$ cat src/design/tef_pkg.sv
// Functional notes
// RULE1 - Motor short rising edge sets event flag 7.
// RULE2 - Near-object rising edge sets event flag 6.
// RULE3 - Flag 5 from near-object fall or proximity conversion end, by select.
// RULE4 - Calibration-pending falling edge sets event flag 4.
// RULE5 - Flag 3: contact rise in detect mode, else touch conversion end.
// RULE6 - Contact falling edge sets event flag 2.
// RULE7 - Heat warning edge, polarity selectable, sets event flag 1.
// RULE8 - Heat alarm edge, polarity selectable, sets event flag 0.
// RULE9 - Status bit 7 shows live motor short, unlatched.
// RULE10 - Status bit 6 latches a reset, cleared by status read.
// RULE11 - Status bit 5 shows near object, zero when far or disabled.
// RULE12 - Near status and average held while the pen is down.
// RULE13 - Near status not frozen during motor run; host toggles scanning.
// RULE14 - Status bit 4 shows pending calibration; writing 1 requests one.
// RULE15 - Status bit 3 shows any conversion running.
// RULE16 - Status bit 2 shows live pen contact.
// RULE17 - Status bits 1 and 0 show live heat warning and alarm.
// RULE18 - Control bit 6 enables spare pin 1 unless panel type 1 or sensor 0001.
// RULE19 - Control bit 5 enables spare pin 2 unless sensor hookup 0010.
// RULE20 - Control bit 4 enables spare pin 3 unless panel type 1 or shield 0011.
// RULE21 - Bits 3:0 select spare pin 1 source; 0000 is event flag 0.
// RULE22 - Select codes 0000-0111 give event flags 0-7, 1011 gives status bit 3.
// RULE23 - Each event source has its own enable bit in the mask.
// RULE24 - Interrupt request while any enabled flag set; reading flags clears them.
package tef_pkg;
   localparam logic [7:0] ADDR_EVENT_FLAGS = 8'h23;
   localparam logic [7:0] ADDR_STATUS = 8'h24;
   localparam logic [7:0] ADDR_SPARE_CTRL = 8'h25;
   localparam logic [7:0] SPARE_CTRL_RESET = 8'h00;
   localparam logic [7:0] SPARE_CTRL_WMASK = 8'h7f;
   localparam int BIT_SP1_EN = 6;
   localparam int BIT_SP2_EN = 5;
   localparam int BIT_SP3_EN = 4;
   localparam int BIT_MOTOR = 7;
   localparam int BIT_REBOOT = 6;
   localparam int BIT_NEAR = 5;
   localparam int BIT_CALIB = 4;
   localparam int BIT_SAMPLING = 3;
   localparam int BIT_CONTACT = 2;
   localparam int BIT_WARN = 1;
   localparam int BIT_ALARM = 0;
   localparam logic [3:0] SEL_FLAG_MAX = 4'h7;
   localparam logic [3:0] SEL_SAMPLING = 4'hb;
   localparam logic [3:0] SENSOR_ON_SPARE1 = 4'h1;
   localparam logic [3:0] SENSOR_ON_SPARE2 = 4'h2;
   localparam logic [3:0] SHIELD_ON_SPARE3 = 4'h3;
   localparam logic [3:0] SENSOR_NONE = 4'h0;
   localparam int AVG_W = 16;
   // Source of a completed conversion, as reported by the conversion engine
   typedef enum logic {TEF_CONV_TOUCH = 1'b0, TEF_CONV_NEAR = 1'b1} tef_conv_kind_t;
endpackage

$ cat src/design/tef_status_top.sv
`timescale 1ns/1ps
// Event flags, live status and spare pin outputs of the touch controller
module tef_status_top
   import tef_pkg::*;
#(
   parameter int AVG_WIDTH = AVG_W
) (
   // Clock and reset
   input wire logic mclk,
   input wire logic nrst,
   // Host register port, addressed by the serial interface
   input wire logic [7:0] reg_addr,
   input wire logic reg_wr,
   input wire logic reg_rd,
   input wire logic [7:0] reg_wdata,
   output logic [7:0] reg_rdata,
   // Live conditions from the analog and conversion engines
   input wire logic motor_short_raw,
   input wire logic near_object_raw,
   input wire logic [AVG_WIDTH-1:0] near_average_raw,
   input wire logic near_enabled,
   input wire logic sampling_active,
   input wire tef_conv_kind_t conv_kind,
   input wire logic calibration_busy,
   input wire logic contact_now,
   input wire logic heat_warn_now,
   input wire logic heat_alarm_now,
   // Settings held in other register blocks
   input wire logic [7:0] event_enable_mask,
   input wire logic near_event_select,
   input wire logic contact_detect_mode,
   input wire logic heat_warn_edge_sel,
   input wire logic heat_alarm_edge_sel,
   input wire logic panel_wire_type,
   input wire logic [3:0] sensor_hookup,
   input wire logic [3:0] shield_hookup,
   // Results
   output logic calibration_request,
   output logic [AVG_WIDTH-1:0] near_average,
   output logic irq_req,
   // Spare pins
   output logic spare_pin_1_o,
   output logic spare_pin_1_oe,
   output logic spare_pin_2_o,
   output logic spare_pin_2_oe,
   output logic spare_pin_3_o,
   output logic spare_pin_3_oe
);
   // Sampled copies for edge detection
   logic motor_q, motor_d;
   logic near_q, near_d;
   logic calib_q, calib_d;
   logic samp_q, samp_d;
   logic contact_q, contact_d;
   logic warn_q, warn_d;
   logic alarm_q, alarm_d;
   tef_conv_kind_t kind_q, kind_d;
   // Held proximity state
   logic near_hold_q, near_hold_d;
   logic [AVG_WIDTH-1:0] avg_q, avg_d;
   // Host-owned state
   logic reboot_q, reboot_d;
   logic calib_req_q, calib_req_d;
   logic [7:0] spare_ctrl_q, spare_ctrl_d;
   logic [7:0] rdata_q, rdata_d;
   logic [7:0] pin_q, pin_d;
   // Flag plumbing
   logic [7:0] ev_now, ev_prev, ev_rise, ev_flags, status_now;
   logic flag_clr, status_rd;
   logic near_live;
   logic [2:0] sel_val;
   logic [2:0] sel_ok;
   logic [3:0] pin_sel [3];

   // Near status is zero when sensing is off; frozen while the pen is down.
   // Motor activity does not freeze it: the host gates scanning itself.
   // The held status also feeds the near and far events, so they freeze too.
   always_comb begin
      near_live = near_object_raw & near_enabled; // RULE11 RULE13
      near_hold_d = contact_now ? near_hold_q : near_live; // RULE12
      avg_d = contact_now ? avg_q : near_average_raw; // RULE12
   end

   // Held proximity registers; a reset reads as far with a zero average
   always_ff @(posedge mclk) begin
      if (!nrst) begin
         near_hold_q <= 1'b0;
         avg_q <= '0;
      end else begin
         near_hold_q <= near_hold_d;
         avg_q <= avg_d;
      end
   end

   // Previous-cycle samples; conversion kind is remembered for its falling edge
   always_comb begin
      motor_d = motor_short_raw;
      near_d = near_hold_q;
      calib_d = calibration_busy | calib_req_q;
      samp_d = sampling_active;
      contact_d = contact_now;
      warn_d = heat_warn_now;
      alarm_d = heat_alarm_now;
      kind_d = sampling_active ? conv_kind : kind_q;
   end

   // Edge history resets low, the idle level of every source, so that
   // no false edge is seen as reset is released
   always_ff @(posedge mclk) begin
      if (!nrst) begin
         motor_q <= 1'b0;
         near_q <= 1'b0;
         calib_q <= 1'b0;
         samp_q <= 1'b0;
         contact_q <= 1'b0;
         warn_q <= 1'b0;
         alarm_q <= 1'b0;
         kind_q <= TEF_CONV_TOUCH;
      end else begin
         motor_q <= motor_d;
         near_q <= near_d;
         calib_q <= calib_d;
         samp_q <= samp_d;
         contact_q <= contact_d;
         warn_q <= warn_d;
         alarm_q <= alarm_d;
         kind_q <= kind_d;
      end
   end

   // Per-source edge kind and source selection
   always_comb begin
      ev_now[BIT_MOTOR] = motor_short_raw; // RULE1
      ev_prev[BIT_MOTOR] = motor_q;
      ev_rise[BIT_MOTOR] = 1'b1;
      ev_now[BIT_REBOOT] = near_hold_q; // RULE2
      ev_prev[BIT_REBOOT] = near_q;
      ev_rise[BIT_REBOOT] = 1'b1;
      // Proximity conversion end is only a fall of activity after a near scan
      // Forcing both samples high after the other kind masks that fall out
      if (near_event_select) begin
         ev_now[BIT_NEAR] = sampling_active | (kind_q != TEF_CONV_NEAR); // RULE3
         ev_prev[BIT_NEAR] = samp_q | (kind_q != TEF_CONV_NEAR);
      end else begin
         ev_now[BIT_NEAR] = near_hold_q; // RULE3
         ev_prev[BIT_NEAR] = near_q;
      end
      ev_rise[BIT_NEAR] = 1'b0;
      ev_now[BIT_CALIB] = calibration_busy | calib_req_q; // RULE4
      ev_prev[BIT_CALIB] = calib_q;
      ev_rise[BIT_CALIB] = 1'b0;
      if (contact_detect_mode) begin
         ev_now[BIT_SAMPLING] = contact_now; // RULE5
         ev_prev[BIT_SAMPLING] = contact_q;
         ev_rise[BIT_SAMPLING] = 1'b1;
      end else begin
         ev_now[BIT_SAMPLING] = sampling_active | (kind_q != TEF_CONV_TOUCH); // RULE5
         ev_prev[BIT_SAMPLING] = samp_q | (kind_q != TEF_CONV_TOUCH);
         ev_rise[BIT_SAMPLING] = 1'b0;
      end
      ev_now[BIT_CONTACT] = contact_now; // RULE6
      ev_prev[BIT_CONTACT] = contact_q;
      ev_rise[BIT_CONTACT] = 1'b0;
      ev_now[BIT_WARN] = heat_warn_now; // RULE7
      ev_prev[BIT_WARN] = warn_q;
      ev_rise[BIT_WARN] = heat_warn_edge_sel;
      ev_now[BIT_ALARM] = heat_alarm_now; // RULE8
      ev_prev[BIT_ALARM] = alarm_q;
      ev_rise[BIT_ALARM] = heat_alarm_edge_sel;
   end

   // Read strobes decoded once; a flag read clears every flag at that edge,
   // but a source edge in the same cycle still lands in its flag
   assign flag_clr = reg_rd && (reg_addr == ADDR_EVENT_FLAGS); // RULE24
   assign status_rd = reg_rd && (reg_addr == ADDR_STATUS);

   // One sticky flag per event source
   // Set wins over a read clear in the same cycle
   for (genvar i = 0; i < 8; i++) begin : g_flag
      tef_edge_flag u_flag (
         .mclk(mclk),
         .nrst(nrst),
         .rise_sel(ev_rise[i]),
         .sig_now(ev_now[i]),
         .sig_prev(ev_prev[i]),
         .clr(flag_clr),
         .flag_q(ev_flags[i])
      );
   end

   // Interrupt request while any enabled flag stands
   // Kept combinational so masking a flag drops the request without delay
   assign irq_req = |(ev_flags & event_enable_mask); // RULE23 RULE24

   // Live status word; the reboot bit and the calibration request are latched, and the near bit is held
   always_comb begin
      status_now = 8'h00;
      status_now[BIT_MOTOR] = motor_short_raw; // RULE9
      status_now[BIT_REBOOT] = reboot_q; // RULE10
      status_now[BIT_NEAR] = near_hold_q; // RULE11
      status_now[BIT_CALIB] = calibration_busy | calib_req_q; // RULE14
      status_now[BIT_SAMPLING] = sampling_active; // RULE15
      status_now[BIT_CONTACT] = contact_now; // RULE16
      status_now[BIT_WARN] = heat_warn_now; // RULE17
      status_now[BIT_ALARM] = heat_alarm_now; // RULE17
   end

   // Host writes and read side effects
   always_comb begin
      reboot_d = reboot_q & ~status_rd; // RULE10
      // Request stands until the engine shows busy; a new write re-arms it
      calib_req_d = calib_req_q & ~calibration_busy;
      spare_ctrl_d = spare_ctrl_q;
      if (reg_wr && reg_addr == ADDR_STATUS && reg_wdata[BIT_CALIB]) begin
         calib_req_d = 1'b1; // RULE14
      end
      if (reg_wr && reg_addr == ADDR_SPARE_CTRL) begin
         spare_ctrl_d = reg_wdata & SPARE_CTRL_WMASK; // Bit 7 is reserved and reads 0
      end
   end

   // Read data follows the address every cycle; unmapped addresses read 0.
   // Registered, so data trails the address by one edge.
   always_comb begin
      unique case (reg_addr)
         ADDR_EVENT_FLAGS: rdata_d = ev_flags;
         ADDR_STATUS: rdata_d = status_now;
         ADDR_SPARE_CTRL: rdata_d = spare_ctrl_q;
         default: rdata_d = 8'h00;
      endcase
   end

   // Reboot flag comes up set: every reset counts as one having occurred
   // Request and control clear; read data reads zero until the first address
   always_ff @(posedge mclk) begin
      if (!nrst) begin
         reboot_q <= 1'b1; // RULE10
         calib_req_q <= 1'b0;
         spare_ctrl_q <= SPARE_CTRL_RESET;
         rdata_q <= 8'h00;
      end else begin
         reboot_q <= reboot_d;
         calib_req_q <= calib_req_d;
         spare_ctrl_q <= spare_ctrl_d;
         rdata_q <= rdata_d;
      end
   end

   // Registered results to the host and the proximity engine
   assign reg_rdata = rdata_q;
   assign calibration_request = calib_req_q;
   assign near_average = avg_q;

   // Spare pin source selects: pin 1 from its own field. The select fields of
   // pins 2 and 3 live in a register this block does not hold, so they are
   // fixed to the lift-off and contact-or-sample flags.
   assign pin_sel[0] = spare_ctrl_q[3:0]; // RULE21
   assign pin_sel[1] = 4'(BIT_CONTACT);
   assign pin_sel[2] = 4'(BIT_SAMPLING);

   // One source mux per spare pin
   for (genvar p = 0; p < 3; p++) begin : g_pin
      tef_spare_mux u_mux (
         .sel(pin_sel[p]),
         .flags(ev_flags),
         .sampling(sampling_active),
         .pin_val(sel_val[p])
      );
   end

   // Enables overridden where the pin is busy as sensor or shield
   // A pin taken as sensor or shield never drives, whatever the host wrote
   always_comb begin
      sel_ok[0] = spare_ctrl_q[BIT_SP1_EN] && !panel_wire_type
                  && sensor_hookup != SENSOR_ON_SPARE1; // RULE18
      sel_ok[1] = spare_ctrl_q[BIT_SP2_EN]
                  && sensor_hookup != SENSOR_ON_SPARE2; // RULE19
      sel_ok[2] = spare_ctrl_q[BIT_SP3_EN] && !panel_wire_type
                  && shield_hookup != SHIELD_ON_SPARE3; // RULE20
      pin_d = 8'h00;
      pin_d[2:0] = sel_val;
      pin_d[5:3] = sel_ok;
   end

   // Pins registered so glitches from the mux never reach the board
   // The cost is one extra cycle from flag set to pin level
   always_ff @(posedge mclk) begin
      if (!nrst) begin
         pin_q <= 8'h00;
      end else begin
         pin_q <= pin_d;
      end
   end

   // Level and enable per pin; the enable is high only while the pin drives
   assign spare_pin_1_o = pin_q[0];
   assign spare_pin_2_o = pin_q[1];
   assign spare_pin_3_o = pin_q[2];
   assign spare_pin_1_oe = pin_q[3];
   assign spare_pin_2_oe = pin_q[4];
   assign spare_pin_3_oe = pin_q[5];
endmodule

$ cat src/design/tef_edge_flag.sv
`timescale 1ns/1ps
// One sticky event flag: set by a qualified edge, cleared on host read
module tef_edge_flag
   import tef_pkg::*;
(
   // Clock and reset
   input wire logic mclk,
   input wire logic nrst,
   // Event and clear
   input wire logic rise_sel,
   input wire logic sig_now,
   input wire logic sig_prev,
   input wire logic clr,
   // Flag
   output logic flag_q
);
   logic flag_d;
   logic hit;

   // Set wins over a read clear in the same cycle, so no event is lost
   always_comb begin
      hit = rise_sel ? (sig_now & ~sig_prev) : (~sig_now & sig_prev);
      flag_d = hit | (flag_q & ~clr);
   end

   always_ff @(posedge mclk) begin
      if (!nrst) begin
         flag_q <= 1'b0;
      end else begin
         flag_q <= flag_d;
      end
   end
endmodule

$ cat src/design/tef_spare_mux.sv
`timescale 1ns/1ps
// Picks the internal signal that drives one spare pin
module tef_spare_mux
   import tef_pkg::*;
(
   // Sources
   input wire logic [3:0] sel,
   input wire logic [7:0] flags,
   input wire logic sampling,
   // Selected level
   output logic pin_val
);
   // Undefined codes drive low rather than some arbitrary flag
   always_comb begin
      if (sel <= SEL_FLAG_MAX) begin
         pin_val = flags[sel[2:0]]; // RULE21 RULE22
      end else if (sel == SEL_SAMPLING) begin
         pin_val = sampling; // RULE22
      end else begin
         pin_val = 1'b0;
      end
   end
endmodule

$ cat config.mk
export PLATFORM = sky130hd
export DESIGN_NAME = tef_status_top
export DESIGN_NICKNAME = d
export VERILOG_FILES = /design/src/design/tef_pkg.sv /design/src/design/tef_status_top.sv /design/src/design/tef_edge_flag.sv /design/src/design/tef_spare_mux.sv
export SDC_FILE = /design/constraint.sdc
export NUM_CORES = 1
export LEC_CHECK = 0
export BUFFER_PORTS_ARGS = -buffer_cell sky130_fd_sc_hd__buf_2
export CAP_MARGIN = 40
export CORE_UTILIZATION = 51
export CTS_BUF_LIST = sky130_fd_sc_hd__clkbuf_16
export CTS_CLUSTER_DIAMETER = 100
export DETAILED_ROUTE_END_ITERATION = 10
export PLACE_DENSITY = 0.95
export SYNTH_ARGS = -nofsm -noshare
export SYNTH_HDL_FRONTEND = slang
export SYNTH_SLANG_ARGS = --single-unit
$ cat constraint.sdc
create_clock -name mclk -period 2.1 [get_ports mclk]
set_input_delay 0.525 -clock mclk [delete_from_list [all_inputs] [get_ports mclk]]
set_output_delay 0.525 -clock mclk [all_outputs]
set_load 0.03 [all_outputs]
* Word level (Yosys, flattened, before mapping) *
Index checks and enable logic that the tools add are counted.

word-level totals
  bits of input ports = 66
  register bits = 56
  logic and storage cells = 109
  output and inout bits = 32

operators by class
  $lt $le $gt $ge = 2
  equality and inequality tests = 7
  multiplexer cells = 14
  bitwise gates (word level) = 51
  reduce and logical (&&, ||, !) cells = 12

operators with widths
  kind                                                                      count
  8-bit by 6-bit == test with 1-bit output (second input constant)          3
  8-bit case mux with 3 select lines                                        1
  1-bit AND                                                                 22
  1-bit inverter                                                            15
  1-bit bitwise OR                                                          13
  1-bit 2-to-1 mux                                                          12
  1-bit logical AND                                                         10
  8-bit AND                                                                 1
  4-bit by 2-bit inequality test with 1-bit output (second input constant)  2
  8-bit OR reduction                                                        1
  4-bit == test (second input constant)                                     1
  4-bit by 3-bit <= comparator with 1-bit output (second input constant)    1
  3-bit by 4-bit < comparator with 1-bit output (second input constant)     1
  4-bit by 1-bit inequality test with 1-bit output (second input constant)  1
  1-bit binary-select mux with 3-bit select                                 1
  1-bit zero test                                                           1

* Depth between registers and ports, before layout *
  depth after elaboration = 6
  mapped depth = 6
  depth with buffers taken out = 4

* Modules after synthesis *
From an unflattened synthesis, not the netlist that was laid out.

unflattened totals
  cell total of the unflattened synthesis = 280
  area, all modules = 2601.2 µm²

by module, submodules not included
  module          cells each  area each (µm²)  times used
  tef_status_top  210         1931.9           1
  tef_edge_flag   5           51.3             8
  tef_spare_mux   10          86.3             3

* Worst setup path after synthesis *
Ideal clock, no wire load.

  path kind = input port to output port
  start point = in event_enable_mask[0]
  end point = out irq_req
  arrival time = 1.017 ns
  data required time = 1.575 ns
  setup slack = 0.558 ns
  stages = 2
  path buffers = 0
  cell sequence = a22oi_1 > nand4_1

on the way
  word-level cells in the longest chain between the ends = 2

ends and longest elaborated chain
  what                line                   RTL
  from (decl)         tef_status_top.sv:29   input wire logic [7:0] event_enable_mask,
  8-bit AND           tef_status_top.sv:193  assign irq_req = |(ev_flags & event_enable_mask);
  8-bit OR reduction  tef_status_top.sv:193
  to (decl)           tef_status_top.sv:40   output logic irq_req,

Every way passes these cells.

* Final worst setup path *
  start point = reg g_flag[3].u_flag.flag_q
  end point = out irq_req

on the way
  word-level cells in the longest chain between the ends = 2

ends and longest elaborated chain
  what                    line                   RTL
  from (decl)             tef_edge_flag.sv:15    output logic flag_q
  from (signal assigned)  tef_edge_flag.sv:30    flag_q <= flag_d;
  8-bit AND               tef_status_top.sv:193
  8-bit OR reduction      tef_status_top.sv:193

Every way passes these cells.

==> out/metrics.yaml <==
outcome: "finished clean"
numPortBuffers: 96
clock-sinks: 56
clk-insertion-delay-late_ns: 0.28
synth_seq_cells: 56
yosysTopAreaCell: "dfxtp_1"
end_kind: "output port"
syn_avg_cell_area_um2: 10.1
area_delta_synth_final_pct: 28.3
postCtsHoldBufs: 0
grt_overflow: 0
path_max_fanout: 5
rsz0062_at_grt: "no"
p_leak_nw: 1.35
cts_buffers: 5
drtIter0Drc: 137
cts_tree: "built"
maxSlewViolCount: 0
setup_viol: 0
cp_data_arrival_time_ns: 1.19
multiInputGateArea_um2: 1090
synth_cell_types: 35
fmax_mhz: 583
dp_hpwl_mm: 3.73
cts.clk_slew.worst_paths_ns: 0.07
path_class: "register to output port"
cts_resized: 0
nets: 386
synthesis.nets: 293
crit_chain: "a22oi_1 -> nand4_1 -> buf_2"
hold_slack_ns: 0.409
drive_gt1_frac: 0.327
seqCellArea_um2: 1120
ant_nets: 0
postSynthCellCount: 227
grt_pass1_vias: 1753
synthFlopType: "dfxtp_1"
cts_setup_buffers: 0
syn_area_um2: 2290
detail_route.wl_per_cell_um: 13.7
clock_tree.buffer_depth: 2
path_buf_inv: 1
h-tree-depth: 2
power_density_nw_per_um2: 740
core_area_um2: 4140
dieArea_um2: 4760
root_buffer: "clkbuf_16"
required_ns: 1.57
slowest_delay_ns: 0.36
place.gp.congestion: 0.833
crit_family: "flip-flops"
hold_violations: 0
worst_setup_path_start_kind: "register"
max_slew.worst_pin.slew_ns: 0.594
fp.dieH_um: 69.0
die_w_um: 69.0
fin_skew_ns: 0.00410
antenna_cells: 0
initial_core_util: 0.552
hold_path.class: "input pin to register"
synth_edf_count: 0
fin_crit_ns: 1.72
grt_pass1_wl_mm: 7.72
netlist.area_leader.share: 0.490
fillers: 328
ys_warn_count: 0
drv_cap: 0
setup_tns_ns: 0
rows: 23
grtUsageTotal: 0.224
peakVddDrop_mv: 0.458
finalCritPeriodShare: 0.817
routed_wl_mm: 5.09
drc: 0
vias_per_cell: 5.29
io_pins: 98
antenna_found_initial: 0
grt_max_degree: 29
vias: 1962
async_reset_ff_frac: 0
seq_area_frac_synth: 0.490
cpMaxStageDelayCell: "dfxtp_1"
firstDrtPassIters: 4
slew_headroom: 0.603
synthTopCellsByArea: "dfxtp_1 (49%), mux2i_1 (11%), nor2b_1 (9.6%)"
-- path summary, 6_finish.rpt --
kind | startpoint | end | slack (ns) | cells after the start
max reg2reg | spare_ctrl_q[2]$_SDFFE_PN0P_ | pin_q[0]$_SDFF_PN0_ | 0.82 | 3
min reg2reg | reboot_q$_SDFF_PN1_ | reboot_q$_SDFF_PN1_ | 0.48 | 2
max | g_flag[3].u_flag.flag_q$_SDFF_PN0_ | irq_req | 0.38 | 3
min | panel_wire_type | pin_q[3]$_SDFF_PN0_ | 0.41 | 2
-- power breakdown --
part / total (mW) / leakage [nW] / internal (mW) / switching (mW)
logic: 0.274 / 0.814 / 0.127 / 0.148
registers: 1.13 / 0.458 / 1.10 / 0.0273
clock network: 0.770 / 0.0738 / 0.430 / 0.340
-- layout by cell type, fill, tap and decap left out, drive strengths merged, types with 2 or more instances in the layout --
cell and instances:
buf 98, dfxtp 56, nor2b 35, mux2i 26
nor2 19, a22oi 11, and2 10, nand2 9
a22o 7, inv 6, clkbuf 5, a21boi 4
a21oi 4, a32oi 3, nand3 3, nor4b 3
nand4 2, nand2b 2, nand3b 2, nand4b 2
o21ai 2
-- final cells by class --
cell class / instances / area share
timing repair buffer: 98 / 0.173
multi-input combinational: 155 / 0.372
tap: 50 / 0.0213
clock inverter: 3 / 0.00384
sequential: 56 / 0.382
inverter: 4 / 0.00512
clock buffer: 5 / 0.0426
-- registers in the layout, summed over array words and instances (netlist names), 6 cells and up --
name and flops:
reg_rdata 8, near_average 16, g_flag.u_flag.flag_q 8, pin_q 6
spare_ctrl_q 7
-- layer usage --
metal / wire (um) / global-route usage / vias to the layer above
met4: 70 / 0.0663 / 0
met2: 2460 / 0.370 / 98
met1: 2080 / 0.272 / 874
li1: - / - / 982
met3: 478 / 0.0806 / 8
met5: 0 / 0 / -
-- cell families (layout without fill, tap and decap cells) --
group	Yosys count	in the layout	synth area share
buf+inv	16	110	0.0328
simple gates	92	92	0.236
flops	56	56	0.490
mux	27	27	0.124
compound gates	36	36	0.117
-- through the flow --
stage | utilization | power [mW] | setup slack [ns] | area (um^2) | instances
after floorplan | - | 1.31 | 0.558 | 2290 | 227
after global placement | 0.675 | 1.41 | 0.274 | 2800 | 363
after detailed placement | 0.675 | 1.42 | 0.244 | 2800 | 363
after CTS | 0.708 | 2.19 | 0.380 | 2930 | 371
after global routing | 0.708 | 2.27 | 0.291 | 2930 | 371
final | 0.708 | 2.17 | 0.384 | 2930 | 371
-- cell usage after synthesis, drive strengths merged, types with 2 or more instances --
cell type,instances
a21boi,4
a21oi,4
a22o,7
a22oi,11
a32oi,3
and2,10
buf,5
clkbuf,7
dfxtp,56
inv,4
mux2i,26
nand2,9
nand2b,2
nand3,3
nand3b,2
nand4,2
nand4b,2
nor2,19
nor2b,35
nor4b,3
o21ai,2
-- worst reg2reg max path: cells and delay by family (launching register included) --
family | cells | cell delay, ns
muxes | 1 | 0.54
DFF | 1 | 0.44
and+or+nand+nor | 1 | 0.10
AOI/OAI and AO/OA | 1 | 0.09
(Power assumes the default switching activity.)
